## src/rf_fastlock_serial_rx.sv

```systemverilog
// Shared constants for the fastlock control block and its three-wire serial word receiver.
`default_nettype none

package rf_fastlock_pkg;
  localparam int           WORD_W         = 24;
  localparam int           CTRL_W         = 4;
  localparam logic [3:0]   CTRL_FASTLOCK  = 4'hD;
  localparam logic [3:0]   CTRL_DEN_HIGH  = 4'hB;
  localparam int           TOC_LSB        = 4;
  localparam int           TOC_W          = 14;
  localparam int           CPF_LSB        = 18;
  localparam int           CPF_W          = 4;
  localparam int           CSR_LSB        = 22;
  localparam int           CSR_W          = 2;
  localparam int           DEN_HI_LSB     = 14;
  localparam int           DEN_HI_W       = 10;
  localparam int           DEN_LO_W       = 12;
  localparam int           DEN_W          = 22;
  localparam int           COUNT_W        = 15;
  localparam logic [13:0]  TOC_HIGH_Z     = 14'h0000;
  localparam logic [13:0]  TOC_MANUAL     = 14'h0001;
  localparam logic [13:0]  TOC_DRIVE_LOW  = 14'h0002;
  localparam logic [13:0]  TOC_DRIVE_HIGH = 14'h0003;
  localparam logic [13:0]  TOC_TIMED_MIN  = 14'h0004;
  localparam logic [13:0]  TOC_RESET      = 14'h0000;
  localparam logic [3:0]   CPF_RESET      = 4'h0;
  localparam logic [1:0]   CSR_RESET      = 2'h0;
  localparam logic [9:0]   DEN_HI_RESET   = 10'h000;
  localparam logic [3:0]   CSR_SHIFT_HALF = 4'h1;
  localparam logic [3:0]   CSR_SHIFT_QTR  = 4'h2;
  localparam logic [3:0]   CSR_SHIFT_16TH = 4'h4;
endpackage

module serial_word_rx
  import rf_fastlock_pkg::*;
(
  input  wire logic              ref_clk,
  input  wire logic              nrst,
  input  wire logic              ser_clk,
  input  wire logic              ser_data,
  input  wire logic              ser_le,
  output logic                   word_valid,
  output logic [WORD_W-1:0]      word_data
);
  typedef struct packed {
    logic              clk_s1;
    logic              clk_s2;
    logic              clk_d;
    logic              dat_s1;
    logic              dat_s2;
    logic              le_s1;
    logic              le_s2;
    logic              le_d;
    logic [WORD_W-1:0] shift;
    logic [WORD_W-1:0] word;
    logic              valid;
  } rx_state_t;

  rx_state_t st_reg;
  rx_state_t st_next;

  always_comb begin
    st_next        = st_reg;
    st_next.clk_s1 = ser_clk;
    st_next.clk_s2 = st_reg.clk_s1;
    st_next.clk_d  = st_reg.clk_s2;
    st_next.dat_s1 = ser_data;
    st_next.dat_s2 = st_reg.dat_s1;
    st_next.le_s1  = ser_le;
    st_next.le_s2  = st_reg.le_s1;
    st_next.le_d   = st_reg.le_s2;
    st_next.valid  = 1'b0;
    // Bits arrive most significant first on each rising serial clock.
    if (st_reg.clk_s2 && !st_reg.clk_d) begin
      st_next.shift = {st_reg.shift[WORD_W-2:0], st_reg.dat_s2};
    end
    if (st_reg.le_s2 && !st_reg.le_d) begin
      st_next.word  = st_reg.shift;
      st_next.valid = 1'b1;
    end
  end

  always_ff @(posedge ref_clk) begin
    if (!nrst) begin
      st_reg <= '0;
    end else begin
      st_reg <= st_next;
    end
  end

  assign word_valid = st_reg.valid;
  assign word_data  = st_reg.word;
endmodule

`default_nettype wire

```

## src/rf_fastlock_timeout_control.sv

```systemverilog
// Fastlock timeout, pin role, pump current, cycle slip and denominator control.
//
// Overview of operation
// - Width select low: denominator is the low twelve bits, upper ten ignored.
// - Width select high: denominator joins upper ten bits above low twelve.
// - Fourteen-bit timeout word governs fastlock and the fastlock pin role.
// - Timeout 0 to 3: timed fastlock off, pin is general tri-state output.
// - Timeout 4 to 16383: timed fastlock on, pin shows fastlock state.
// - Timed fastlock lasts twice the timeout in comparison cycles.
// - Code 1 forces fastlock, pin low; 0 high-Z, 2 low, 3 high.
// - Four-bit pump code n selects n+1 times unit current during fastlock.
// - Cycle slip code 0 off; 1, 2, 3 divide rate by 2, 4, 16.
`default_nettype none

module rf_fastlock_timeout_control
  import rf_fastlock_pkg::*;
(
  input  wire logic                ref_clk,
  input  wire logic                nrst,
  input  wire logic                ser_clk,
  input  wire logic                ser_data,
  input  wire logic                ser_le,
  input  wire logic                pd_cmp_clk,
  input  wire logic                frac_width_sel,
  input  wire logic [DEN_LO_W-1:0] rf_frac_den_low,
  output logic [DEN_W-1:0]         rf_frac_denominator,
  output logic                     fastlock_active,
  output logic                     fastlock_manual,
  output logic [CPF_W-1:0]         rf_fastlock_pump_current,
  output logic [CPF_W:0]           pump_multiplier,
  output logic                     cycle_slip_enable,
  output logic [3:0]               cycle_slip_rate_shift,
  output logic                     rf_fastlock_pin_out,
  output logic                     rf_fastlock_pin_oe
);
  typedef struct packed {
    logic [TOC_W-1:0]    toc;
    logic [CPF_W-1:0]    cpf;
    logic [CSR_W-1:0]    cycle_slip_reduction;
    logic [DEN_HI_W-1:0] den_hi;
    logic [DEN_W-1:0]    den;
    logic                timed;
    logic [COUNT_W-1:0]  count;
    logic                cmp_s1;
    logic                cmp_s2;
    logic                cmp_d;
    logic                pin_out;
    logic                pin_oe;
    logic [CPF_W:0]      mult;
    logic                slip_en;
    logic [3:0]          slip_shift;
  } ctl_state_t;

  ctl_state_t           st_reg;
  ctl_state_t           st_next;
  logic                 word_valid;
  logic [WORD_W-1:0]    word_data;
  logic                 cfg_write;
  logic                 den_write;
  logic                 cmp_edge;
  logic [TOC_W-1:0]     new_toc;

  serial_word_rx u_rx (
    .ref_clk    (ref_clk),
    .nrst       (nrst),
    .ser_clk    (ser_clk),
    .ser_data   (ser_data),
    .ser_le     (ser_le),
    .word_valid (word_valid),
    .word_data  (word_data)
  );

  assign cfg_write = word_valid && (word_data[CTRL_W-1:0] == CTRL_FASTLOCK);
  assign den_write = word_valid && (word_data[CTRL_W-1:0] == CTRL_DEN_HIGH);
  assign cmp_edge  = st_reg.cmp_s2 && !st_reg.cmp_d;
  assign new_toc   = word_data[TOC_LSB +: TOC_W];

  always_comb begin
    st_next        = st_reg;
    st_next.cmp_s1 = pd_cmp_clk;
    st_next.cmp_s2 = st_reg.cmp_s1;
    st_next.cmp_d  = st_reg.cmp_s2;
    if (den_write) begin
      st_next.den_hi = word_data[DEN_HI_LSB +: DEN_HI_W];
    end
    if (frac_width_sel) begin
      st_next.den = {st_next.den_hi, rf_frac_den_low};
    end else begin
      st_next.den = {{DEN_HI_W{1'b0}}, rf_frac_den_low};
    end
    if (st_reg.timed && cmp_edge) begin
      if (st_reg.count <= 15'h0001) begin
        st_next.timed = 1'b0;
        st_next.count = '0;
      end else begin
        st_next.count = st_reg.count - 15'h0001;
      end
    end
    if (cfg_write) begin
      st_next.toc = new_toc;
      st_next.cpf = word_data[CPF_LSB +: CPF_W];
      st_next.cycle_slip_reduction = word_data[CSR_LSB +: CSR_W];
      // Timed fastlock starts with twice the timeout.
      if (new_toc >= TOC_TIMED_MIN) begin
        st_next.timed = 1'b1;
        st_next.count = {new_toc, 1'b0};
      end else begin
        st_next.timed = 1'b0;
        st_next.count = '0;
      end
    end
    // Pin role from the timeout word.
    case (st_next.toc)
      TOC_HIGH_Z: begin
        st_next.pin_oe  = 1'b0;
        st_next.pin_out = 1'b0;
      end
      TOC_MANUAL, TOC_DRIVE_LOW: begin
        st_next.pin_oe  = 1'b1;
        st_next.pin_out = 1'b0;
      end
      TOC_DRIVE_HIGH: begin
        st_next.pin_oe  = 1'b1;
        st_next.pin_out = 1'b1;
      end
      default: begin
        st_next.pin_oe  = 1'b1;
        st_next.pin_out = st_next.timed;
      end
    endcase
    // Pump multiplier is code plus one while fastlock holds.
    if (st_next.timed || (st_next.toc == TOC_MANUAL)) begin
      st_next.mult = {1'b0, st_next.cpf} + 5'h01;
    end else begin
      st_next.mult = 5'h00;
    end
    st_next.slip_en = (st_next.cycle_slip_reduction != 2'h0);
    case (st_next.cycle_slip_reduction)
      2'h1:    st_next.slip_shift = CSR_SHIFT_HALF;
      2'h2:    st_next.slip_shift = CSR_SHIFT_QTR;
      2'h3:    st_next.slip_shift = CSR_SHIFT_16TH;
      default: st_next.slip_shift = 4'h0;
    endcase
  end

  always_ff @(posedge ref_clk) begin
    if (!nrst) begin
      st_reg        <= '0;
      st_reg.toc    <= TOC_RESET;
      st_reg.cpf    <= CPF_RESET;
      st_reg.cycle_slip_reduction    <= CSR_RESET;
      st_reg.den_hi <= DEN_HI_RESET;
    end else begin
      st_reg <= st_next;
    end
  end

  assign rf_frac_denominator      = st_reg.den;
  assign fastlock_manual          = (st_reg.toc == TOC_MANUAL);
  assign fastlock_active          = st_reg.timed || fastlock_manual;
  assign rf_fastlock_pump_current = st_reg.cpf;
  assign pump_multiplier          = st_reg.mult;
  assign cycle_slip_enable        = st_reg.slip_en;
  assign cycle_slip_rate_shift    = st_reg.slip_shift;
  assign rf_fastlock_pin_out      = st_reg.pin_out;
  assign rf_fastlock_pin_oe       = st_reg.pin_oe;
endmodule

`default_nettype wire

```

## config.mk

```make
export PLATFORM = sky130hd
export DESIGN_NAME = rf_fastlock_timeout_control
export DESIGN_NICKNAME = d
export VERILOG_FILES = /design/src/rf_fastlock_serial_rx.sv /design/src/rf_fastlock_timeout_control.sv
export SDC_FILE = /design/constraint.sdc
export NUM_CORES = 1
export LEC_CHECK = 0
export BUFFER_PORTS_ARGS = -buffer_cell sky130_fd_sc_hd__buf_2
export CORE_ASPECT_RATIO = 0.75
export CORE_MARGIN = 3
export CORE_UTILIZATION = 62
export DETAILED_ROUTE_END_ITERATION = 7
export GPL_TIMING_DRIVEN = 0
export PLACE_DENSITY = 0.92
export REMOVE_ABC_BUFFERS = 1
export SYNTH_ARGS = -nofsm -noshare
export SYNTH_HDL_FRONTEND = slang
export SYNTH_SLANG_ARGS = --single-unit
```

## constraint.sdc

```tcl
create_clock -name ref_clk -period 4.85 [get_ports ref_clk]
set_input_delay 0.2425 -clock ref_clk [delete_from_list [all_inputs] [get_ports ref_clk]]
set_output_delay 0.2425 -clock ref_clk [all_outputs]
set_load 0.05 [all_outputs]
```

==> impl_summary.txt, run 1 <==
----------------------------------------------------
[Timing]
  RSZ-0062 raised after global routing ... no
  Worst hold slack after final layout ... 33.7 ps
  Min setup slack post-route ... 2020 ps
  Final worst clock skew ... 7.81 ps
  Number of pins exceeding their max-slew limit in the final report ... 0
  FMAX ... 354 MHz
  Total negative slack ... 0 ps
  Crit share post-route ... 58.3%
  Slew of the pin with the lowest slew margin ... 1110 ps
  Remaining max-slew budget at the tightest pin ... 25.5%
  Setup violation total in the final timing report ... 0
  Min Tclk post-route ... 2830 ps
  Number of hold violations in the final report ... 0

[Global route]
  Total global routing overflow ... 0
  Maximum number of pins on one net before global-route repair ... 59
  Antenna violations before repair ... 0
  Overall track demand over capacity in global routing ... 25.5%
  First-pass GRT wire length ... 19,700 um
  Via count of the first global-routing pass ... 4,176

[Layout]
  Commonest non-fill, non-tap cell in the layout ... sky130_fd_sc_hd__dfxtp_1
  Footprint of the multi-input gates ... 2210 um^2
  Number of filler instances in the final layout ... 537
  Layout Cell Area excl Fill ... 6120 um^2
  Area delta synth->final ... 13.4%
  Ratio of cells with drive above 1 in the final layout ... 15.4%
  Number of inserted diodes ... 0
  Most used cells in the layout excluding fill and tap cells ... 139 x sky130_fd_sc_hd__dfxtp_1, 135 x sky130_fd_sc_hd__nand2_1, 76 x sky130_fd_sc_hd__a21oi_1, 57 x sky130_fd_sc_hd__buf_2, 37 x sky130_fd_sc_hd__and2_1
  Finished Layout Cells ... 753
  Number of flip-flops under the largest register name ... 43
  Storage cell area ... 2780 um^2
  NumNets Final ... 657

[Yosys]
  Synthesis-stage register bit count ... 139
  Mapped Cells ... 623
  Count of flip-flops with a built-in enable after synthesis ... 0
  Cell area after technology mapping ... 5400 um^2
  Prevailing post-synth register cell ... sky130_fd_sc_hd__dfxtp_1
  Sequential-to-total area share from yosys stat ... 51.6%
  Cell variety after synth ... 50
  Mean instance size in the synthesized netlist ... 8.66 um^2
  Share of async-settable or async-resettable flops after synthesis ... 0%
  Number of warning messages in the yosys log ... 0

[Clocking]
  Number of buffers created by CTS ... 17
  Latest clock arrival within the worst-skew pair ... 410 ps
  Clock Path Buffers ... 2
  Total setup buffers inserted after CTS ... 0
  Number of sinks driven by the clock tree ... 139
  CTS H-tree lvls ... 4
  Number of gates given a new drive strength after cts ... 0
  Register clock-pin slew on the reported worst setup and hold paths ... 60 ps
  Clk Tree Root Cell ... sky130_fd_sc_hd__clkbuf_16
  TritonCTS clock tree ... yes
  Hold buffer count at CTS ... 0

[Floorplanning]
  Total I/O pin count ... 59
  DIE HEIGHT ... 86.8 um
  Std cell rows ... 28
  Die ar. ... 9870 um^2
  Initial core utilization ... 66.1%
  Area of the core ... 8160 um^2
  Die boundary width ... 114 um

[Setup path]
  Cells along the critical path ... nor2b_1 > nand2_1 > nand2_1 > nand2_1 > ha_1 > xor2_1 > nor2_1
  Worst setup path class ... reg -> reg
  Worst-path fanout max ... 31
  Cell with the biggest individual delay on the critical path ... sky130_fd_sc_hd__nand2_1
  Endpoint class of the critical path ... register
  Number of buffers and inverters on the critical path ... 0
  Req. time, crit path ... 5140 ps
  Biggest cell delay along the critical path ... 840 ps
  Library cell appearing most often on the critical path ... sky130_fd_sc_hd__nand2_1
  Signal arrival time at the worst endpoint ... 3110 ps
  CP Launch Type ... register
  Cell family contributing the most delay on the critical path ... simple AND/OR/NAND/NOR gates

[Run]
  # Max-Cap Violations ... 0

[Placed design]
  Cell count after placement ... 721
  PortBufs ... 57
  Post-Place Setup Slack ... 2190 ps
  Placer's final routability congestion estimate ... 0.939
  Instance area after placement ... 5490 um^2
  HPWL after DPL ... 7630 um

[Route]
  Via-per-instance ratio ... 5.80
  Wirelength, routed ... 12,200 um
  DRT iter0 DRCs ... 467
  Remaining routing DRC violations ... 0
  Wirelength per Cell ... 16.2 um
  Number of detailed-route iterations in the first pass ... 5
  Final antenna-violating net count ... 0
  Vias ... 4,366

[Hold path]
  Worst hold-check path type ... in -> reg

[Power and ir drop]
  Power density cells ... 424 nW/um^2
  Leakage power summed over all cells ... 2.40 nW
  Worst VDD drop ... 348 uV

[Run status]
  Result of the run ... complete, no violations

----------------------------------------------------
worst register-to-register path, cell delays in order, from the launching register on:
cell and delay [ps]:
sky130_fd_sc_hd__dfxtp_1 400, sky130_fd_sc_hd__nor2b_1 580, sky130_fd_sc_hd__nand2_1 840, sky130_fd_sc_hd__nand2_1 290, sky130_fd_sc_hd__nand2_1 120, sky130_fd_sc_hd__ha_1 240
sky130_fd_sc_hd__xor2_1 170, sky130_fd_sc_hd__nor2_1 60
synth_stat cells, drive strengths merged, types with 2 or more instances:
cell	n	share of area [%]
a21oi	76	7.1
and2	37	4.3
mux2i	16	3.0
a222oi	2	0.37
xnor2	2	0.32
a31oi	5	0.58
o21ai	22	2.0
inv	8	0.56
dfxtp	139	52
nand4	3	0.35
xor2	2	0.32
nor3b	4	0.65
a211oi	4	0.65
nor4	11	1.6
nor3	8	0.74
or2	2	0.23
a21boi	4	0.56
nand2	135	9.4
nand3	10	0.93
nand2b	4	0.46
mux2	2	0.42
ha	3	0.70
nor2b	6	0.70
a221oi	2	0.32
buf	37	5.0
clkbuf	30	2.1
or3	2	0.32
o211ai	2	0.28
a41oi	2	0.32
nor2	26	1.8
nand3b	2	0.28
and3	4	0.46
power by group:
group          internal, mW  switching, mW
Sequential             1.15        0.00315
Clock                 0.915          0.454
Combinational        0.0161         0.0514
Total                  2.08          0.509
through the flow:
| stage | utilization [%] | total power, mW |
|---|---|---|
| after floorplan | - | 1.22 |
| after global routing | 75.0 | 2.65 |
| after CTS | 75.0 | 2.60 |
| after global placement | 66.5 | 1.24 |
| final | 75.0 | 2.59 |
| after detailed placement | 67.2 | 1.25 |
layer usage:
| metal | track usage [%] | vias up | part of all wire (%) |
|---|---|---|---|
| met5 | 0 | - | 0 |
| met4 | 12.0 | 0 | 2.5 |
| met3 | 6.70 | 36 | 9.7 |
| met2 | 40.7 | 225 | 46 |
| met1 | 32.5 | 2018 | 42 |
| li1 | - | 2087 | - |
layout make-up:
type	count	area share [%]
Sequential cell	139	45.5
Clock inverter	6	2.17
Timing Repair Buffer	60	5.42
Inverter	8	0.491
Multi-Input combinational cell	409	36.1
Clock buffer	26	8.16
Tap cell	105	2.15
cells by family (layout without fill, tap and decap cells):
group | Yosys count | count (layout) | share of synthesized area, %
buf+inv | 75 | 100 | 7.68
mux | 18 | 18 | 3.39
fa+ha+maj | 3 | 3 | 0.696
compound gates | 125 | 125 | 13.1
xor+xnor | 4 | 4 | 0.649
simple gates | 258 | 258 | 22.8
other cells | 1 | 1 | 0.0695
flops | 139 | 139 | 51.6
final timing paths:
| path | start | to | slack, ps | cells after the start |
|---|---|---|---|---|
| max | u_rx.word_data[2] | pump_multiplier[2] | 2020 | 7 |
| min | ser_data | u_rx.st_next[52] | 30 | 2 |
| max reg2reg | u_rx.word_data[2] | pump_multiplier[2] | 2020 | 7 |
| min reg2reg | u_rx.st_next[50] | u_rx.st_next[49] | 430 | 1 |
No activity file was read; power rests on OpenSTA's default activity.
==> inputs of run 2 (changes only) <==
--- a/config.mk
+++ b/config.mk
@@ -8,10 +8,10 @@
 export BUFFER_PORTS_ARGS = -buffer_cell sky130_fd_sc_hd__buf_2
 export CORE_ASPECT_RATIO = 0.75
 export CORE_MARGIN = 3
-export CORE_UTILIZATION = 62
+export CORE_UTILIZATION = 58
 export DETAILED_ROUTE_END_ITERATION = 7
 export GPL_TIMING_DRIVEN = 0
-export PLACE_DENSITY = 0.92
+export PLACE_DENSITY = 0.87
 export REMOVE_ABC_BUFFERS = 1
 export SYNTH_ARGS = -nofsm -noshare
 export SYNTH_HDL_FRONTEND = slang
==> constraint.sdc (replaced) <==
create_clock -name ref_clk -period 2.95 [get_ports ref_clk]
set_input_delay 0.1475 -clock ref_clk [delete_from_list [all_inputs] [get_ports ref_clk]]
set_output_delay 0.1475 -clock ref_clk [all_outputs]
set_load 0.05 [all_outputs]
==> impl_summary.txt, run 2 (synthesis gave the netlist of run 1 again) <==
----------------------------------------------------
[Floorplanning]
  Area of the core ... 8740 um^2
  Initial core utilization ... 61.7%
  DIE HEIGHT ... 89.5 um
  Total I/O pin count ... 59
  Die boundary width ... 117 um
  Die ar. ... 10,500 um^2
  Std cell rows ... 29

[Hold path]
  Worst hold-check path type ... in -> reg

[Clocking]
  TritonCTS clock tree ... yes
  Total setup buffers inserted after CTS ... 0
  Number of buffers created by CTS ... 17
  CTS H-tree lvls ... 4
  Clock Path Buffers ... 2
  Number of sinks driven by the clock tree ... 139
  Clk Tree Root Cell ... sky130_fd_sc_hd__clkbuf_16
  Register clock-pin slew on the reported worst setup and hold paths ... 60 ps
  Latest clock arrival within the worst-skew pair ... 410 ps

[Setup path]
  Worst-path fanout max ... 31
  Cells along the critical path ... nor2b_1 > nand2_2 > nand2_1 > nand2_1 > ha_1 > xor2_1 > nor2_1
  Number of buffers and inverters on the critical path ... 0
  Worst setup path class ... reg -> reg
  Library cell appearing most often on the critical path ... sky130_fd_sc_hd__nand2_1
  CP Launch Type ... register
  Endpoint class of the critical path ... register
  Cell with the biggest individual delay on the critical path ... sky130_fd_sc_hd__nor2b_1
  Signal arrival time at the worst endpoint ... 2720 ps
  Cell family contributing the most delay on the critical path ... simple AND/OR/NAND/NOR gates
  Biggest cell delay along the critical path ... 570 ps
  Req. time, crit path ... 3230 ps

[Layout]
  NumNets Final ... 673
  Commonest non-fill, non-tap cell in the layout ... sky130_fd_sc_hd__dfxtp_1
  Area delta synth->final ... 16.0%
  Number of inserted diodes ... 0
  Most used cells in the layout excluding fill and tap cells ... 139 x sky130_fd_sc_hd__dfxtp_1, 134 x sky130_fd_sc_hd__nand2_1, 76 x sky130_fd_sc_hd__a21oi_1, 57 x sky130_fd_sc_hd__buf_2, 37 x sky130_fd_sc_hd__and2_1
  Number of flip-flops under the largest register name ... 43
  Layout Cell Area excl Fill ... 6260 um^2
  Ratio of cells with drive above 1 in the final layout ... 15.4%

[Global route]
  First-pass GRT wire length ... 20,200 um
  Overall track demand over capacity in global routing ... 24.2%
  Total global routing overflow ... 0
  Via count of the first global-routing pass ... 4,162
  Antenna violations before repair ... 0
  Maximum number of pins on one net before global-route repair ... 52

[Route]
  Wirelength per Cell ... 15.9 um
  Remaining routing DRC violations ... 0
  Wirelength, routed ... 12,500 um
  Number of detailed-route iterations in the first pass ... 6
  Vias ... 4,465
  DRT iter0 DRCs ... 508
  Final antenna-violating net count ... 0
  Via-per-instance ratio ... 5.67

[Power and ir drop]
  Power density cells ... 659 nW/um^2
  Leakage power summed over all cells ... 2.44 nW
  Worst VDD drop ... 690 uV

[Timing]
  Min setup slack post-route ... 512 ps
  Setup violation total in the final timing report ... 0
  Total negative slack ... 0 ps
  RSZ-0062 raised after global routing ... no
  Final worst clock skew ... 6.99 ps
  Crit share post-route ... 82.6%
  Number of hold violations in the final report ... 0
  Remaining max-slew budget at the tightest pin ... 33.3%
  Min Tclk post-route ... 2440 ps
  Worst hold slack after final layout ... 78.1 ps
  Slew of the pin with the lowest slew margin ... 1000 ps
  FMAX ... 410 MHz
  Number of pins exceeding their max-slew limit in the final report ... 0

[Placed design]
  PortBufs ... 57
  Post-Place Setup Slack ... 263 ps
  Placer's final routability congestion estimate ... 0.870
  Instance area after placement ... 5510 um^2
  HPWL after DPL ... 7680 um

[Run status]
  Result of the run ... complete, no violations

[Run]
  # Max-Cap Violations ... 0

----------------------------------------------------
==> run 2: power by group <==
part	internal, mW	leakage, nW	total, mW	switching (mW)
logic	0.0403	1.04	0.130	0.0902
registers	1.89	1.12	1.90	0.00527
clock network	1.33	0.281	2.10	0.769
==> run 2: worst paths after layout <==
kind | startpoint | end | slack, ps | cells past startpoint
worst max-delay path | u_rx.word_data[2] | pump_multiplier[2] | 510 | 7
worst min-delay path | frac_width_sel | rf_frac_denominator[19] | 80 | 2
worst min register to register | u_rx.st_reg[52] | u_rx.st_reg[25] | 440 | 2
worst max register to register | u_rx.word_data[2] | pump_multiplier[2] | 510 | 7
==> run 2: per-layer routing <==
layer | share of wire (%) | track usage (%)
met1 | 42 | 31.0
met2 | 45 | 38.7
met3 | 11 | 7.72
met5 | 0 | 0
met4 | 2.2 | 9.90
==> run 2: area by class of cell <==
| type | count | area (um^2) |
|---|---|---|
| Clock buffer | 21 | 440 |
| Clock inverter | 11 | 146 |
| Fill cell | 574 | 2480 |
| Inverter | 8 | 30.0 |
| Multi-Input combinational cell | 409 | 2210 |
| Sequential cell | 139 | 2780 |
| Tap cell | 124 | 155 |
| Timing Repair Buffer | 76 | 492 |
==> run 2: stage by stage <==
| stage | std cells | util [%] | power (mW) |
|---|---|---|---|
| after global placement | 737 | 62.3 | 2.04 |
| after global routing | 788 | 71.6 | 4.24 |
| after detailed placement | 740 | 63.0 | 2.05 |
| after floorplan | 556 | - | 2.01 |
| final | 788 | 71.6 | 4.12 |
| after CTS | 788 | 71.6 | 4.13 |
==> run 2: timing repair <==
item	in CTS	in global routing
gates resized for setup	0	1
hold buffers	16	0
hold endpoints to repair	16	0
setup endpoints to repair	0	1
